--- config.mk ---
export PLATFORM = sky130hd
export DESIGN_NAME = sfd_divider
export DESIGN_NICKNAME = d
export VERILOG_FILES = /design/src/rtl/sfd_pkg.sv /design/src/rtl/sfd_divider.sv
export VERILOG_INCLUDE_DIRS = /design/src /design/src/rtl
export SDC_FILE = /design/constraint.sdc
export NUM_CORES = 1
export LEC_CHECK = 0
export BUFFER_PORTS_ARGS = -buffer_cell sky130_fd_sc_hd__buf_2
export CAP_MARGIN = 20
export CORE_UTILIZATION = 35
export DETAILED_ROUTE_END_ITERATION = 8
export GPL_ROUTABILITY_DRIVEN = 0
export PLACE_DENSITY = 0.66
export SYNTH_ARGS = -nofsm -noshare
export SYNTH_HDL_FRONTEND = slang
export SYNTH_SLANG_ARGS = --single-unit
--- constraint.sdc ---
create_clock -name core_clk -period 3.04 [get_ports core_clk]
set_input_delay 0.304 -clock core_clk [delete_from_list [all_inputs] [get_ports core_clk]]
set_output_delay 0.304 -clock core_clk [all_outputs]
set_load 0.1 [all_outputs]
--- src/rtl/sfd_cfg.svh ---
/*
  constants of the serial fraction divider: register offsets, field positions,
  reset values and digit-time figures.
  assumes: included by bare name from the package and the divider module.
*/
`ifndef SFD_CFG_SVH
`define SFD_CFG_SVH

// ----------------------------------------------------------------
// digit times within one word time
// ----------------------------------------------------------------
`define SFD_DT_LAST        5'h14
`define SFD_DT_CMP_END     5'h07
`define SFD_DT_TRK_BEG     5'h08
`define SFD_DT_TRK_END     5'h0d
`define SFD_DT_MAG_END     5'h11
`define SFD_DT_SIGN        5'h12
`define SFD_DT_DECIDE      5'h13

// ----------------------------------------------------------------
// word and field layout
// ----------------------------------------------------------------
`define SFD_MAG_W          17
`define SFD_WORD_W         18
`define SFD_SECT_W         7
`define SFD_TRK_W          6
`define SFD_XT_W           5
`define SFD_OP_DIVIDE      5'h1a
`define SFD_INS_OP_LSB     0
`define SFD_INS_XT_LSB     5
`define SFD_INS_SECT_LSB   10
`define SFD_INS_TRK_LSB    17

// ----------------------------------------------------------------
// register byte addresses (word index times four)
// ----------------------------------------------------------------
`define SFD_ADDR_W         5
`define SFD_OFS_ACC        5'h00
`define SFD_OFS_EXT        5'h04
`define SFD_OFS_INSTR      5'h08
`define SFD_OFS_CTRL       5'h0c
`define SFD_OFS_STATUS     5'h10
`define SFD_CTRL_START     0
`define SFD_CTRL_CLR_OVF   1
`define SFD_RST_WORD       18'h00000
`define SFD_RST_INSTR      32'h00000000

`endif

--- src/rtl/sfd_pkg.sv ---
/*
  types of the serial fraction divider.
  assumes: sfd_cfg.svh sits beside this file on the include path.
*/
`include "sfd_cfg.svh"

package sfd_pkg;

  // ----------------------------------------------------------------
  // sequencer states, one-hot
  // ----------------------------------------------------------------
  typedef enum logic [4:0] {
    SFD_FETCH  = 5'h01,
    SFD_SEARCH = 5'h02,
    SFD_SETUP  = 5'h04,
    SFD_ITER   = 5'h08,
    SFD_CORR   = 5'h10
  } sfd_state_t;

  typedef logic [`SFD_MAG_W-1:0] sfd_mag_t;

endpackage

--- src/rtl/sfd_divider.sv ---
/*
  serial fraction divider: divide sequencer of a drum-memory control computer,
  with its accumulator, extension, operand and pseudo-address registers,
  reached over an avalon-mm slave with waitrequest.
  assumes: drum word, sector number and hold button arrive from outside the
  clock domain; one core_clk cycle is one digit time; the drum runs freely.
*/
// Decided for this implementation: the Avalon-MM register port and the register addresses.
// Notes on behaviour
// - divide starts only when the instruction's operation field holds the divide code.
// - quotient ends in accumulator, remainder in extension register, no rounding.
// - quotient is a fraction; quotient of one or more sets overflow, fills ones.
// - first iterative word sets overflow if dividend is not less than divisor; counts in execution time.
// - divide lasts the search, then two word times plus the programmed execution time.
// - search keeps registers recirculating, compares sector 1-7, copies track 8-13.
// - equality at digit 19 without hold enters setup and clears carry.
// - setup 1-17 loads divisor from drum, dividend into extension, zeros accumulator.
// - setup 1-7 adds execution time to sector number, giving pseudo address.
// - setup 18 writes plus into extension, operand; accumulator sign from sign compare.
// - setup 19 clears quotient flop and first flag, sets carry, enters iteration.
// - first iterative word forces zero into accumulator bit 1, shifts left, keeps sign.
// - add carry and complemented divisor to remainder, write back shifted left.
// - remainder overflow sets quotient flop; at 19 carry takes its complement.
// - every iterative digit 19 sets first flag and samples sector equality.
// - later words shift complement of overflow into accumulator bit 1, keep sign.
// - when carry is zero, add true divisor instead, same left shift.
// - equality with pseudo address at digit 19 enters correction.
// - correction writes complemented quotient flop into bit 1, shifts, restores sign.
// - quotient flop clear: remainder shifted right, zero at its top.
// - quotient flop true: divisor added to remainder, result shifted right.
// - correction 18 copies quotient sign into remainder sign; 19 returns to fetch.
`timescale 1ns/100ps
`include "sfd_cfg.svh"

module sfd_divider
  import sfd_pkg::*;
(
  input  wire logic                       core_clk,
  input  wire logic                       srst,
  input  wire logic [`SFD_ADDR_W-1:0]     avs_address,
  input  wire logic                       avs_read,
  input  wire logic                       avs_write,
  input  wire logic [31:0]                avs_writedata,
  output logic      [31:0]                avs_readdata,
  output logic                            avs_waitrequest,
  input  wire logic [`SFD_WORD_W-1:0]     drum_word,
  input  wire logic [`SFD_SECT_W-1:0]     sector_num,
  input  wire logic                       hold_button,
  output logic      [`SFD_TRK_W-1:0]      track_sel,
  output logic                            busy
);

  // ----------------------------------------------------------------
  // declarations
  // ----------------------------------------------------------------
  localparam int MW = `SFD_MAG_W;

  sfd_state_t                 state_ff;
  logic [4:0]                 dt_ff;
  logic [`SFD_WORD_W-1:0]     drum_m_ff;
  logic [`SFD_WORD_W-1:0]     drum_ff;
  logic [`SFD_SECT_W-1:0]     sect_m_ff;
  logic [`SFD_SECT_W-1:0]     sect_ff;
  logic                       hold_m_ff;
  logic                       hold_ff;
  logic [`SFD_WORD_W-1:0]     acc_ff;
  logic [`SFD_WORD_W-1:0]     ext_ff;
  logic [`SFD_WORD_W-1:0]     opd_ff;
  logic [`SFD_SECT_W-1:0]     pseudo_ff;
  logic [31:0]                instr_ff;
  logic                       eq_ff;
  logic                       carry_flop;
  logic                       quotient_bit_flop;
  logic                       first_word_flag;
  logic                       overflow_ff;
  logic [`SFD_TRK_W-1:0]      track_ff;
  logic                       ack_ff;
  logic [31:0]                rdata_ff;
  logic                       start_req;
  logic                       bus_req;
  logic [MW:0]                nxt_sum;
  logic [MW:0]                nxt_corr;
  logic                       dt_is_last;

  // ----------------------------------------------------------------
  // helpers
  // ----------------------------------------------------------------
  function automatic logic dt_in(input logic [4:0] dt, input logic [4:0] lo, input logic [4:0] hi);
    dt_in = (dt >= lo) && (dt <= hi);
  endfunction

  function automatic logic [31:0] word_to_bus(input logic [`SFD_WORD_W-1:0] w);
    word_to_bus = {14'h0000, w};
  endfunction

  // ----------------------------------------------------------------
  // input synchronisers
  // ----------------------------------------------------------------
  always_ff @(posedge core_clk) begin
    if (srst) begin
      drum_m_ff <= `SFD_RST_WORD;
      drum_ff   <= `SFD_RST_WORD;
      sect_m_ff <= '0;
      sect_ff   <= '0;
      hold_m_ff <= 1'b0;
      hold_ff   <= 1'b0;
    end else begin
      drum_m_ff <= drum_word;
      drum_ff   <= drum_m_ff;
      sect_m_ff <= sector_num;
      sect_ff   <= sect_m_ff;
      hold_m_ff <= hold_button;
      hold_ff   <= hold_m_ff;
    end
  end

  // ----------------------------------------------------------------
  // digit-time counter, 1 to 20 within each word time
  // ----------------------------------------------------------------
  assign dt_is_last = (dt_ff == `SFD_DT_LAST);

  always_ff @(posedge core_clk) begin
    if (srst) begin
      dt_ff <= 5'h01;
    end else if (dt_is_last) begin
      dt_ff <= 5'h01;
    end else begin
      dt_ff <= dt_ff + 5'h01;
    end
  end

  // ----------------------------------------------------------------
  // bus slave: one wait cycle, answer at the second edge
  // ----------------------------------------------------------------
  assign bus_req         = avs_read | avs_write;
  assign avs_waitrequest = bus_req & ~ack_ff;
  assign avs_readdata    = rdata_ff;
  assign start_req       = avs_write & ack_ff & (avs_address == `SFD_OFS_CTRL)
                           & avs_writedata[`SFD_CTRL_START];

  always_ff @(posedge core_clk) begin
    if (srst) begin
      ack_ff <= 1'b0;
    end else begin
      ack_ff <= bus_req & ~ack_ff;
    end
  end

  always_ff @(posedge core_clk) begin
    if (srst) begin
      rdata_ff <= 32'h00000000;
    end else if (avs_read & ~ack_ff) begin
      unique case (avs_address)
        `SFD_OFS_ACC:    rdata_ff <= word_to_bus(acc_ff);
        `SFD_OFS_EXT:    rdata_ff <= word_to_bus(ext_ff);
        `SFD_OFS_INSTR:  rdata_ff <= instr_ff;
        `SFD_OFS_STATUS: rdata_ff <= {19'h00000, track_ff, state_ff, overflow_ff, busy};
        default:         rdata_ff <= 32'h00000000;
      endcase
    end
  end

  always_ff @(posedge core_clk) begin
    if (srst) begin
      instr_ff <= `SFD_RST_INSTR;
    end else if (avs_write & ack_ff & (avs_address == `SFD_OFS_INSTR) & ~busy) begin
      instr_ff <= avs_writedata;
    end
  end

  // ----------------------------------------------------------------
  // sequencer
  // ----------------------------------------------------------------
  assign busy = (state_ff != SFD_FETCH);

  always_ff @(posedge core_clk) begin
    if (srst) begin
      state_ff <= SFD_FETCH;
    end else begin
      unique case (state_ff)
        SFD_FETCH: begin
          if (start_req && instr_ff[`SFD_INS_OP_LSB +: 5] == `SFD_OP_DIVIDE) begin
            state_ff <= SFD_SEARCH;
          end
        end
        SFD_SEARCH: begin
          if (dt_ff == `SFD_DT_DECIDE && eq_ff && !hold_ff) begin
            state_ff <= SFD_SETUP;
          end
        end
        SFD_SETUP: begin
          if (dt_ff == `SFD_DT_DECIDE) begin
            state_ff <= SFD_ITER;
          end
        end
        SFD_ITER: begin
          if (dt_ff == `SFD_DT_DECIDE && eq_ff) begin
            state_ff <= SFD_CORR;
          end
        end
        SFD_CORR: begin
          if (dt_ff == `SFD_DT_DECIDE) begin
            state_ff <= SFD_FETCH;
          end
        end
      endcase
    end
  end

  // ----------------------------------------------------------------
  // sector equality: search compares operand sector, later the pseudo address
  // ----------------------------------------------------------------
  always_ff @(posedge core_clk) begin
    if (srst) begin
      eq_ff <= 1'b0;
    end else if (dt_ff == `SFD_DT_CMP_END) begin
      eq_ff <= (sect_ff == pseudo_ff);
    end
  end

  always_ff @(posedge core_clk) begin
    if (srst) begin
      pseudo_ff <= '0;
    end else if (state_ff == SFD_FETCH && start_req) begin
      pseudo_ff <= instr_ff[`SFD_INS_SECT_LSB +: `SFD_SECT_W];
    end else if (state_ff == SFD_SETUP && dt_ff == `SFD_DT_CMP_END) begin
      pseudo_ff <= sect_ff + `SFD_SECT_W'(instr_ff[`SFD_INS_XT_LSB +: `SFD_XT_W]);
    end
  end

  // operand track copied to the track-select flops in digit times 8 to 13
  always_ff @(posedge core_clk) begin
    if (srst) begin
      track_ff <= '0;
    end else if (state_ff == SFD_SEARCH && dt_in(dt_ff, `SFD_DT_TRK_BEG, `SFD_DT_TRK_END)) begin
      track_ff <= instr_ff[`SFD_INS_TRK_LSB +: `SFD_TRK_W];
    end
  end

  assign track_sel = track_ff;

  // ----------------------------------------------------------------
  // remainder step and correction arithmetic
  // ----------------------------------------------------------------
  always_comb begin
    nxt_sum  = ext_ff
             + (carry_flop ? ~{1'b0, opd_ff[MW-1:0]} : {1'b0, opd_ff[MW-1:0]})
             + {{MW{1'b0}}, carry_flop};
    nxt_corr = ext_ff + {opd_ff[MW-1:0], 1'b0};
  end

  // ----------------------------------------------------------------
  // accumulator: quotient
  // ----------------------------------------------------------------
  always_ff @(posedge core_clk) begin
    if (srst) begin
      acc_ff <= `SFD_RST_WORD;
    end else if (state_ff == SFD_FETCH) begin
      if (avs_write && ack_ff && avs_address == `SFD_OFS_ACC) begin
        acc_ff <= avs_writedata[`SFD_WORD_W-1:0];
      end
    end else if (state_ff == SFD_SETUP) begin
      if (dt_ff == `SFD_DT_MAG_END) begin
        acc_ff[MW-1:0] <= '0;
      end else if (dt_ff == `SFD_DT_SIGN) begin
        acc_ff[MW] <= acc_ff[MW] ^ drum_ff[MW];
      end
    end else if (state_ff == SFD_ITER && dt_ff == `SFD_DT_MAG_END) begin
      if (!first_word_flag) begin
        acc_ff[MW-1:0] <= {acc_ff[MW-2:0], 1'b0};
      end else begin
        acc_ff[MW-1:0] <= {acc_ff[MW-2:0], ~quotient_bit_flop};
      end
    end else if (state_ff == SFD_CORR) begin
      if (dt_ff == `SFD_DT_MAG_END) begin
        acc_ff[MW-1:0] <= {acc_ff[MW-2:0], ~quotient_bit_flop};
      end else if (dt_ff == `SFD_DT_SIGN && overflow_ff) begin
        acc_ff <= {`SFD_WORD_W{1'b1}};
      end
    end
  end

  // ----------------------------------------------------------------
  // extension register: partial remainder
  // ----------------------------------------------------------------
  always_ff @(posedge core_clk) begin
    if (srst) begin
      ext_ff <= `SFD_RST_WORD;
    end else if (state_ff == SFD_FETCH) begin
      if (avs_write && ack_ff && avs_address == `SFD_OFS_EXT) begin
        ext_ff <= avs_writedata[`SFD_WORD_W-1:0];
      end
    end else if (state_ff == SFD_SETUP) begin
      if (dt_ff == `SFD_DT_MAG_END) begin
        ext_ff[MW-1:0] <= acc_ff[MW-1:0];
      end else if (dt_ff == `SFD_DT_SIGN) begin
        ext_ff[MW] <= 1'b0;
      end
    end else if (state_ff == SFD_ITER && dt_ff == `SFD_DT_MAG_END) begin
      ext_ff <= {nxt_sum[MW-1:0], 1'b0};
    end else if (state_ff == SFD_CORR) begin
      if (dt_ff == `SFD_DT_MAG_END) begin
        if (!quotient_bit_flop) begin
          ext_ff <= {1'b0, ext_ff[MW:1]};
        end else begin
          ext_ff <= {1'b0, nxt_corr[MW:1]};
        end
      end else if (dt_ff == `SFD_DT_SIGN) begin
        if (overflow_ff) begin
          ext_ff <= {`SFD_WORD_W{1'b1}};
        end else begin
          ext_ff[MW] <= acc_ff[MW];
        end
      end
    end
  end

  // ----------------------------------------------------------------
  // operand register: divisor
  // ----------------------------------------------------------------
  always_ff @(posedge core_clk) begin
    if (srst) begin
      opd_ff <= `SFD_RST_WORD;
    end else if (state_ff == SFD_SETUP) begin
      if (dt_ff == `SFD_DT_MAG_END) begin
        opd_ff[MW-1:0] <= drum_ff[MW-1:0];
      end else if (dt_ff == `SFD_DT_SIGN) begin
        opd_ff[MW] <= 1'b0;
      end
    end
  end

  // ----------------------------------------------------------------
  // control flops: carry, quotient digit, first word
  // ----------------------------------------------------------------
  always_ff @(posedge core_clk) begin
    if (srst) begin
      carry_flop <= 1'b0;
    end else if (state_ff == SFD_SEARCH && dt_ff == `SFD_DT_DECIDE && eq_ff && !hold_ff) begin
      carry_flop <= 1'b0;
    end else if (state_ff == SFD_SETUP && dt_ff == `SFD_DT_DECIDE) begin
      carry_flop <= 1'b1;
    end else if (state_ff == SFD_ITER && dt_ff == `SFD_DT_DECIDE) begin
      carry_flop <= ~quotient_bit_flop;
    end
  end

  always_ff @(posedge core_clk) begin
    if (srst) begin
      quotient_bit_flop <= 1'b0;
    end else if (state_ff == SFD_SETUP && dt_ff == `SFD_DT_DECIDE) begin
      quotient_bit_flop <= 1'b0;
    end else if (state_ff == SFD_ITER && dt_ff == `SFD_DT_MAG_END) begin
      quotient_bit_flop <= nxt_sum[MW];
    end
  end

  always_ff @(posedge core_clk) begin
    if (srst) begin
      first_word_flag <= 1'b0;
    end else if (state_ff == SFD_SETUP && dt_ff == `SFD_DT_DECIDE) begin
      first_word_flag <= 1'b0;
    end else if (state_ff == SFD_ITER && dt_ff == `SFD_DT_DECIDE) begin
      first_word_flag <= 1'b1;
    end
  end

  // ----------------------------------------------------------------
  // overflow: set by hardware, cleared by software; set wins
  // ----------------------------------------------------------------
  always_ff @(posedge core_clk) begin
    if (srst) begin
      overflow_ff <= 1'b0;
    end else if (state_ff == SFD_ITER && dt_ff == `SFD_DT_MAG_END && !first_word_flag
                 && !nxt_sum[MW]) begin
      overflow_ff <= 1'b1;
    end else if (avs_write && ack_ff && avs_address == `SFD_OFS_CTRL
                 && avs_writedata[`SFD_CTRL_CLR_OVF]) begin
      overflow_ff <= 1'b0;
    end
  end

endmodule // sfd_divider

==> results.toml, run 1 <==
[synth]
yosys_warnings = 0
synthArstFlopShare = 0
netlist_instances = 1272
synth.largest_area_cell = "dfxtp_1"
synth-seq-cells = 198
synth_top_area_share = 0.385
synth-seq-area-share = 0.385
post_synth_num_cell_types = 77
ys.flop_type = "dfxtp_1"
ys_top_cells_by_area = "dfxtp_1 38%, nand2_1 6.7%, a21oi_1 6.5%, ha_1 5.0%, nor2_1 3.9%"
netlist_area_um2 = 10300
yosysMostFrequentCell = "dfxtp_1"
synth_edf_count = 0
syn_nets = 1383
yosys-top-cells-count = "198 x dfxtp_1, 184 x nand2_1, 134 x a21oi_1"
avgSynthCellArea_um2 = 8.10

[cts]
post_cts.repair.setup_buffers = 0
clock_path_buffers = 2
clk_latency_ns = 0.45
root_buffer = "clkbuf_16"
cts_tree = "built"
cts_buffers = 17
clkTransAtPathRegs_ns = 0.09
cts_max_level = 4
cts.sinks = 198

[place]
placed_area_um2 = 11300
dp_hpwl_um = 22900
port_buffers = 106
post-place-ws_ns = 0.156

[floorplanning]
initial_core_util = 0.357
rows = 62
ioPinCount = 107
die_height_um = 174
die_width_um = 174
coreArea_um2 = 28900
die_area_um2 = 30100

[route]
drc_errors = 0
routed-via-count = 9822
drt-pass1-iter-count = 5
ant_nets = 0
drt-wirelength-per-cell_um = 17.7
drtIter0Drc = 867
vias_per_cell = 5.61
routed_wl_um = 31000

[power]
power_density_nw_per_um2 = 551
p_leak_uw = 0.00466
vdd_ir_drop_max_mv = 0.331

[finish]
nNetsFinal = 1465
fill_cells = 2937
utilization = 0.413
synthToLayoutAreaGrowth_pct = 15.6
layout-drive-gt1-share = 0.145
fin_area_um2 = 11900
diodes = 0

[worst_setup_path]
end_kind = "flop"
critPathLaunchType = "flop"
cp_data_arrival_time_ns = 3.15
path_delay_family = "compound AO/OA/AOI/OAI gates"
r2r_start = "carry_flop"
crit_chain = "buf_4 -> mux2i_1 -> fa_1 -> nor2b_1 -> o31a_1 -> or3_1 -> a211o_1 -> nand3_1 -> mux2i_1 -> a2111oi_1"
slowest_stage = "a2111oi_1"
cpMostUsedCell = "mux2i_1"
path_max_fanout = 4
critPathLaunch = "carry_flop"
path_buf_inv = 1
max_stage_delay_ns = 0.38
crit_type = "flop to flop"
cp.required_ns = 3.36

[timing]
fin_setup_tns_ns = 0
finalHoldViolCount = 0
rsz0062_at_grt = "no"
fin_skew_ns = 0.0180
layout_setup_ws_ns = 0.207
setup_viol = 0
min_period_over_period = 0.932
tightest_slew_ns = 0.881
max_freq_ghz = 0.353
slew_violations = 0
relSlewSlack = 0.411
post-route-min-period_ns = 2.83

[global_routing]
grt_pass1_wl_um = 49800
grt_pass1_vias = 9362
antenna_found_initial = 1
grt_max_degree = 73
grt_overflow_total = 0
grtUsageTotal = 0.206

[status]
outcome = "finished clean"

[hold_path]
hold_start = "drum_word[9]"
hold_path.class = "primary input to flop"

[job]
drv_cap = 0
metrics by stage:
step | power, uW | cells | hold WS, ns
6_report | 6570 | 1751 | 0.0618
5_1_grt | 6870 | 1751 | 0.0627
4_1_cts | 6590 | 1751 | 0.0472
3_5_place_dp | 4220 | 1719 | 0.422
3_3_place_gp | 4190 | 1719 | 0.420
2_1_floorplan | 3840 | 1272 | 0.414
per-layer routing:
layer | vias up | routed length, um | track usage
li1 | 4715 | - | -
met1 | 4669 | 14000 | 0.275
met2 | 352 | 14000 | 0.324
met3 | 84 | 1900 | 0.0357
met4 | 2 | 1110 | 0.0925
met5 | - | 10 | 0
area by class of cell:
type | instances | area, um^2 | area share
Multi-Input combinational cell | 969 | 5920 | 0.497
Sequential cell | 198 | 3970 | 0.333
Timing Repair Buffer | 145 | 833 | 0.0700
Tap cell | 384 | 480 | 0.0403
Clock buffer | 18 | 439 | 0.0369
Clock inverter | 14 | 183 | 0.0153
Inverter | 23 | 86.3 | 0.00725
worst register-to-register path, delay by kind of cell, from the launching register on:
family                     cells  cell delay [ns]
muxes                          2             0.37
DFF                            1             0.35
and+or+nand+nor                3             0.60
buffers and inverters          1             0.16
adders and majority gates      1             0.27
AOI/OAI and AO/OA              3             0.98
registers in the layout (all words and copies together) (netlist names), 5 cells and up:
signal	flops
acc_ff	18
avs_readdata	32
drum_ff	18
drum_m_ff	18
dt_ff	5
ext_ff	18
instr_ff	32
opd_ff	17
pseudo_ff	7
sect_ff	7
sect_m_ff	7
state_ff	5
track_sel	6
power by group:
group,internal [uW],switching (uW)
Clock,1160,1220
Sequential,2750,208
Combinational,469,755
cells in the final DEF, fill, tap and decap left out, drive strengths merged, types with 7 or more instances in the layout:
master  Yosys  final
o211ai     11     11
a21oi     136    136
nand2     184    184
a211oi     19     19
a311oi     20     20
o21a        9      9
and2        8      8
nor3       23     23
xnor2      24     24
inv        23     33
buf        18    145
ha         41     41
clkbuf     64     18
a22oi      37     37
mux2i      19     19
o21ai      65     65
a31oi       7      7
nand3      38     38
xor2       24     24
a221oi      9      9
a21o       15     15
dfxtp     198    198
and3        7      7
nor2b      64     64
or3        11     11
nor2      109    109
final timing paths:
kind                                     end  slack, ns  depth (start not counted)
worst min register to register    opd_ff[11]       0.44                          2
worst min-delay path            drum_m_ff[9]       0.06                          2
worst max-delay path              ext_ff[17]       0.21                         10
worst max register to register    ext_ff[17]       0.21                         10
cell families (layout without fill, tap and decap cells):
logic type | Yosys count | after routing | synth area share
simple gates | 473 | 473 | 0.214
xor+xnor | 48 | 48 | 0.0408
mux | 20 | 20 | 0.0195
flops | 198 | 198 | 0.385
fa+ha+maj | 44 | 44 | 0.0556
compound gates | 384 | 384 | 0.244
buf+inv | 105 | 200 | 0.0419
repair_timing:
action | 4_1_cts | 5_1_grt
endpoints found under the hold margin | 0 | 0
setup endpoints to repair | 0 | 3
resized for setup | 0 | 4
hold buffers | 0 | 0
Note: power is estimated with default switching activity, not from simulation.
==> run 2: changes to the inputs <==
BUFFER_PORTS_ARGS = not set   (was -buffer_cell sky130_fd_sc_hd__buf_2)
DONT_BUFFER_PORTS = 1   (was not set)
PLACE_DENSITY = 0.63   (was 0.66)
==> run 2 against run 1 <==
  * Setup slack improved by 0.042 ns
  * Largest cell class unchanged
  * Sequential power hardly changed
  * Register-to-register slack better by 0.04 ns
  * Via count down 1.1%
  * Combinational power rose by 3%
==> results.toml, run 2 (synthesized netlist as in run 1, its figures left out) <==
[power]
switching_power_uw = 2170
seq_power_share = 0.451
p_leak_uw = 0.00445
power_density_nw_per_um2 = 544
pwr-share-clk = 0.357
p_comb_frac = 0.192
internal_power_uw = 4370
sw_frac_of_total = 0.332
vdd_ir_drop_max_mv = 0.338

[floorplanning]
ioPinCount = 107
rows = 62
die_area_um2 = 30100
die_width_um = 174
coreArea_um2 = 28900
die_height_um = 174
initial_core_util = 0.357

[cts]
cts_tree = "built"
clkTransAtPathRegs_ns = 0.08
clock_path_buffers = 2
cts.sinks = 198
cts_buffers = 17
post_cts.repair.setup_buffers = 0
root_buffer = "clkbuf_16"
cts_max_level = 4
clk_latency_ns = 0.45

[finish]
synthToLayoutAreaGrowth_pct = 16.6
layout-drive-gt1-share = 0.0741
fin_area_um2 = 12000
final_common_cell = "dfxtp_1"
utilization = 0.417
layout_common_cells = "198 x dfxtp_1, 184 x nand2_1, 134 x a21oi_1"
diodes = 0
nNetsFinal = 1422

[worst_setup_path]
cp_data_arrival_time_ns = 3.13
path_delay_family = "compound AO/OA/AOI/OAI gates"
path_depth = 10
end_kind = "flop"
reg2reg_slack_ns = 0.25
crit_chain = "ha_1 -> inv_1 -> fa_1 -> nor2b_1 -> o31a_1 -> o211ai_1 -> a211oi_1 -> nor3_2 -> mux2_2 -> o21a_1"
reg2reg_depth = 10
crit_type = "flop to flop"
critPathLaunchType = "flop"
max_stage_delay_ns = 0.45
path_buf_inv = 1
r2r_start = "ext_ff[1]"
slowest_stage = "dfxtp_1"
r2r_end = "ext_ff[16]"
cp.required_ns = 3.38
path_max_fanout = 6

[global_routing]
grt_overflow_total = 0
grtUsageTotal = 0.218
antenna_found_initial = 0
grt_pass1_wl_um = 52000
grt_pass1_vias = 9107
grt_max_degree = 113

[timing]
min_period_over_period = 0.918
post-route-min-period_ns = 2.79
layout_setup_ws_ns = 0.249
fin_setup_tns_ns = 0
max_freq_ghz = 0.358
rsz0062_at_grt = "no"
fin_skew_ns = 0.0129
fin_hold_ws_ns = 0.00403
relSlewSlack = 0.290
slew_violations = 0
tightest_slew_ns = 1.06
finalHoldViolCount = 0
setup_viol = 0

[route]
routed-via-count = 9718
ant_nets = 0
drtIter0Drc = 1000
drt-pass1-iter-count = 5
drt-wirelength-per-cell_um = 19.1
vias_per_cell = 5.69
routed_wl_um = 32600
drc_errors = 0

[job]
drv_cap = 0

[hold_path]
hold_start = "drum_word[13]"
whs_endpoint = "drum_m_ff[13]"
holdPathStages = 1
hold_path.class = "primary input to flop"

[place]
post-place-ws_ns = 0.192
placed_area_um2 = 10800
dp_hpwl_um = 22500
port_buffers = 0

[status]
outcome = "finished clean"
-- run 2: how the worst max path moves through the flow --
stage	start	slack, ns	endpoint
after detailed placement	ext_ff[1]	0.19	ext_ff[16]
final	ext_ff[1]	0.25	ext_ff[16]
after floorplan	carry_flop	0.08	quotient_bit_flop
after global routing	carry_flop	0.03	ext_ff[17]
after CTS	ext_ff[1]	0.17	ext_ff[16]
after global placement	ext_ff[1]	0.31	ext_ff[16]
-- run 2: routing by layer --
layer | vias to the layer above | GRT usage | share of wire
met5 | - | 0 | 0
met4 | 0 | 0.0972 | 0.036
met3 | 85 | 0.0344 | 0.073
met2 | 400 | 0.337 | 0.45
met1 | 4607 | 0.299 | 0.45
li1 | 4626 | - | -
-- run 2: what timing repair did --
item / in CTS / in global routing
resized for setup: 0 / 4
endpoints found under the setup margin: 0 / 3
hold buffers: 58 / 0
hold endpoints to repair: 103 / 0
-- run 2: through the flow --
step,instances,total power (uW)
final,1707,6540
after global routing,1707,6820
after CTS,1707,6560
after detailed placement,1618,4120
after global placement,1618,4100
after floorplan,1272,3840
-- run 2: final cells by class --
class,instances,area (um^2)
fillers,2954,16800
multi-input cells,969,5930
flip-flops and latches,198,3960
repair buffers,102,958
well taps,384,480
clock buffers,17,425
clock inverters,14,180
inverters,23,86.3
-- run 2: power by group through the flow --
stage	clock network, uW	logic (uW)	registers (uW)
2_1_floorplan	0	921	2920
3_3_place_gp	0	1100	3000
3_5_place_dp	0	1120	3010
4_1_cts	2380	1240	2940
5_1_grt	2470	1390	2970
6_report	2330	1260	2950
==> run 3: changes to the inputs <==
CORE_ASPECT_RATIO = 0.75   (was not set)
CORE_MARGIN = 8   (was not set)
CTS_CLUSTER_DIAMETER = 40   (was not set)
==> run 3 against run 2 <==
  * Clock power about the same
  * Register-to-register slack worse by 0.04 ns
  * Non-clock buffer count down 1
  * Die area is 17% higher
  * Critical path depth stayed put
  * Fmax shrank 1.4%
  * First-iteration DRC count rose by 14%
  * Sequential share of layout area about the same
  * Global-route usage down 3.1 points
  * Setup slack worse by 0.039 ns
  * Count of clock-buffer cells in the layout grew 1
  * Largest cell class unchanged
  * Highest routed layer unchanged
==> results.toml, run 3 (synthesized netlist as in run 1, its figures left out) <==
[global_routing]
antenna_found_initial = 0
grt_overflow_total = 0
grt_max_degree = 96
grt_pass1_wl_um = 52600
grtUsageTotal = 0.187
grt_pass1_vias = 9095

[timing]
relSlewSlack = 0.257
setup_viol = 0
fin_hold_ws_ns = 0.0160
rsz0062_at_grt = "no"
max_freq_ghz = 0.353
layout_setup_ws_ns = 0.209
fin_skew_ns = 0.0148
post-route-min-period_ns = 2.83
min_period_over_period = 0.931
tightest_slew_ns = 1.11
finalHoldViolCount = 0
fin_setup_tns_ns = 0
slew_violations = 0

[finish]
final_common_cell = "dfxtp_1"
layout-drive-gt1-share = 0.0741
nNetsFinal = 1421
layout_common_cells = "197 x dfxtp_1, 184 x nand2_1, 134 x a21oi_1"
synthToLayoutAreaGrowth_pct = 16.7
utilization = 0.414
fill_cells = 2923

[cts]
post_cts.repair.setup_buffers = 0
cts_buffers = 17
clock_path_buffers = 2
cts_tree = "built"
clk_latency_ns = 0.45
cts_max_level = 4
cts.sinks = 198
clkTransAtPathRegs_ns = 0.08
root_buffer = "clkbuf_16"

[worst_setup_path]
end_kind = "flop"
cp.required_ns = 3.38
max_stage_delay_ns = 0.44
slowest_stage = "dfxtp_1"
cp_data_arrival_time_ns = 3.17
crit_chain = "ha_1 -> inv_1 -> fa_1 -> nor2b_2 -> o31a_1 -> o2111ai_1 -> o211a_1 -> nor3_1 -> mux2_2 -> o21a_1"
crit_type = "flop to flop"
path_max_fanout = 6
critPathLaunchType = "flop"

[floorplanning]
die_width_um = 214
coreArea_um2 = 29100
die_area_um2 = 35200
initial_core_util = 0.355
rows = 54
ioPinCount = 107
die_height_um = 165

[place]
port_buffers = 0
post-place-ws_ns = 0.0755
dp_hpwl_um = 24100

[hold_path]
hold_path.class = "primary input to flop"

[power]
p_leak_uw = 0.00444
pwr-share-clk = 0.355
sw_frac_of_total = 0.318
switching_power_uw = 2100
vdd_ir_drop_max_mv = 0.440
seq_power_share = 0.451
power_density_nw_per_um2 = 548
internal_power_uw = 4500
p_comb_frac = 0.194

[route]
routed-via-count = 9805
routed_wl_um = 34300
drt-wirelength-per-cell_um = 20.0
drc_errors = 0
drtIter0Drc = 1138
ant_nets = 0
vias_per_cell = 5.71
drt-pass1-iter-count = 6

[status]
outcome = "finished clean"

[job]
drv_cap = 0
-- run 3: what timing repair did --
item                                    CTS  global route
endpoints found under the setup margin    0             6
hold endpoints to repair                121             0
hold buffers                             59             0
resized for setup                         0             5
-- run 3: power groups by stage --
| stage | Combinational [uW] | Sequential, uW | Clock [uW] |
|---|---|---|---|
| floorplan | 921 | 2920 | 0 |
| global placement | 1110 | 3020 | 0 |
| detailed placement | 1130 | 3030 | 0 |
| CTS | 1250 | 2970 | 2380 |
| global route | 1400 | 2990 | 2470 |
| finish | 1280 | 2970 | 2340 |
-- run 3: final timing paths --
kind | start | end | slack [ns] | cells past startpoint
worst min-delay path | avs_writedata[11] | acc_ff[11] | 0.02 | 2
worst max-delay path | ext_ff[1] | ext_ff[16] | 0.21 | 10
worst max register to register | ext_ff[1] | ext_ff[16] | 0.21 | 10
worst min register to register | drum_ff[8] | opd_ff[8] | 0.43 | 2
-- run 3: worst max-delay path: cells and delay by family (launching register included) --
kind | cells | cell delay, ns
mux | 1 | 0.36
buf+inv | 1 | 0.07
compound gates | 4 | 0.73
flops | 1 | 0.44
fa+ha+maj | 2 | 0.65
simple gates | 2 | 0.47
-- run 3: stage by stage --
| stage | area [um^2] | instances | power (uW) |
|---|---|---|---|
| after floorplan | 10300 | 1272 | 3840 |
| after global placement | 10800 | 1624 | 4130 |
| after detailed placement | 10800 | 1624 | 4160 |
| after CTS | 12000 | 1715 | 6600 |
| after global routing | 12000 | 1715 | 6860 |
| final | 12000 | 1716 | 6600 |
-- run 3: metal layers --
metal  vias up  track usage  wire [um]  part of all wire
met5         -            0          0                 0
met4         0       0.0473        483             0.014
met3        44       0.0456       3250             0.095
met2       471        0.274      14500              0.42
met1      4664        0.270      16100              0.47
li1       4626            -          -                 -
-- run 3: cell type report --
cell class | instances | area, um^2 | share of cell area
Clock inverter | 14 | 170 | 0.0141
Sequential cell | 198 | 3970 | 0.330
Tap cell | 392 | 490 | 0.0408
Timing Repair Buffer | 101 | 953 | 0.0793
Antenna cell | 1 | 2.50 | 0.000208
Inverter | 23 | 86.3 | 0.00718
Multi-Input combinational cell | 969 | 5930 | 0.493
Clock buffer | 18 | 429 | 0.0357
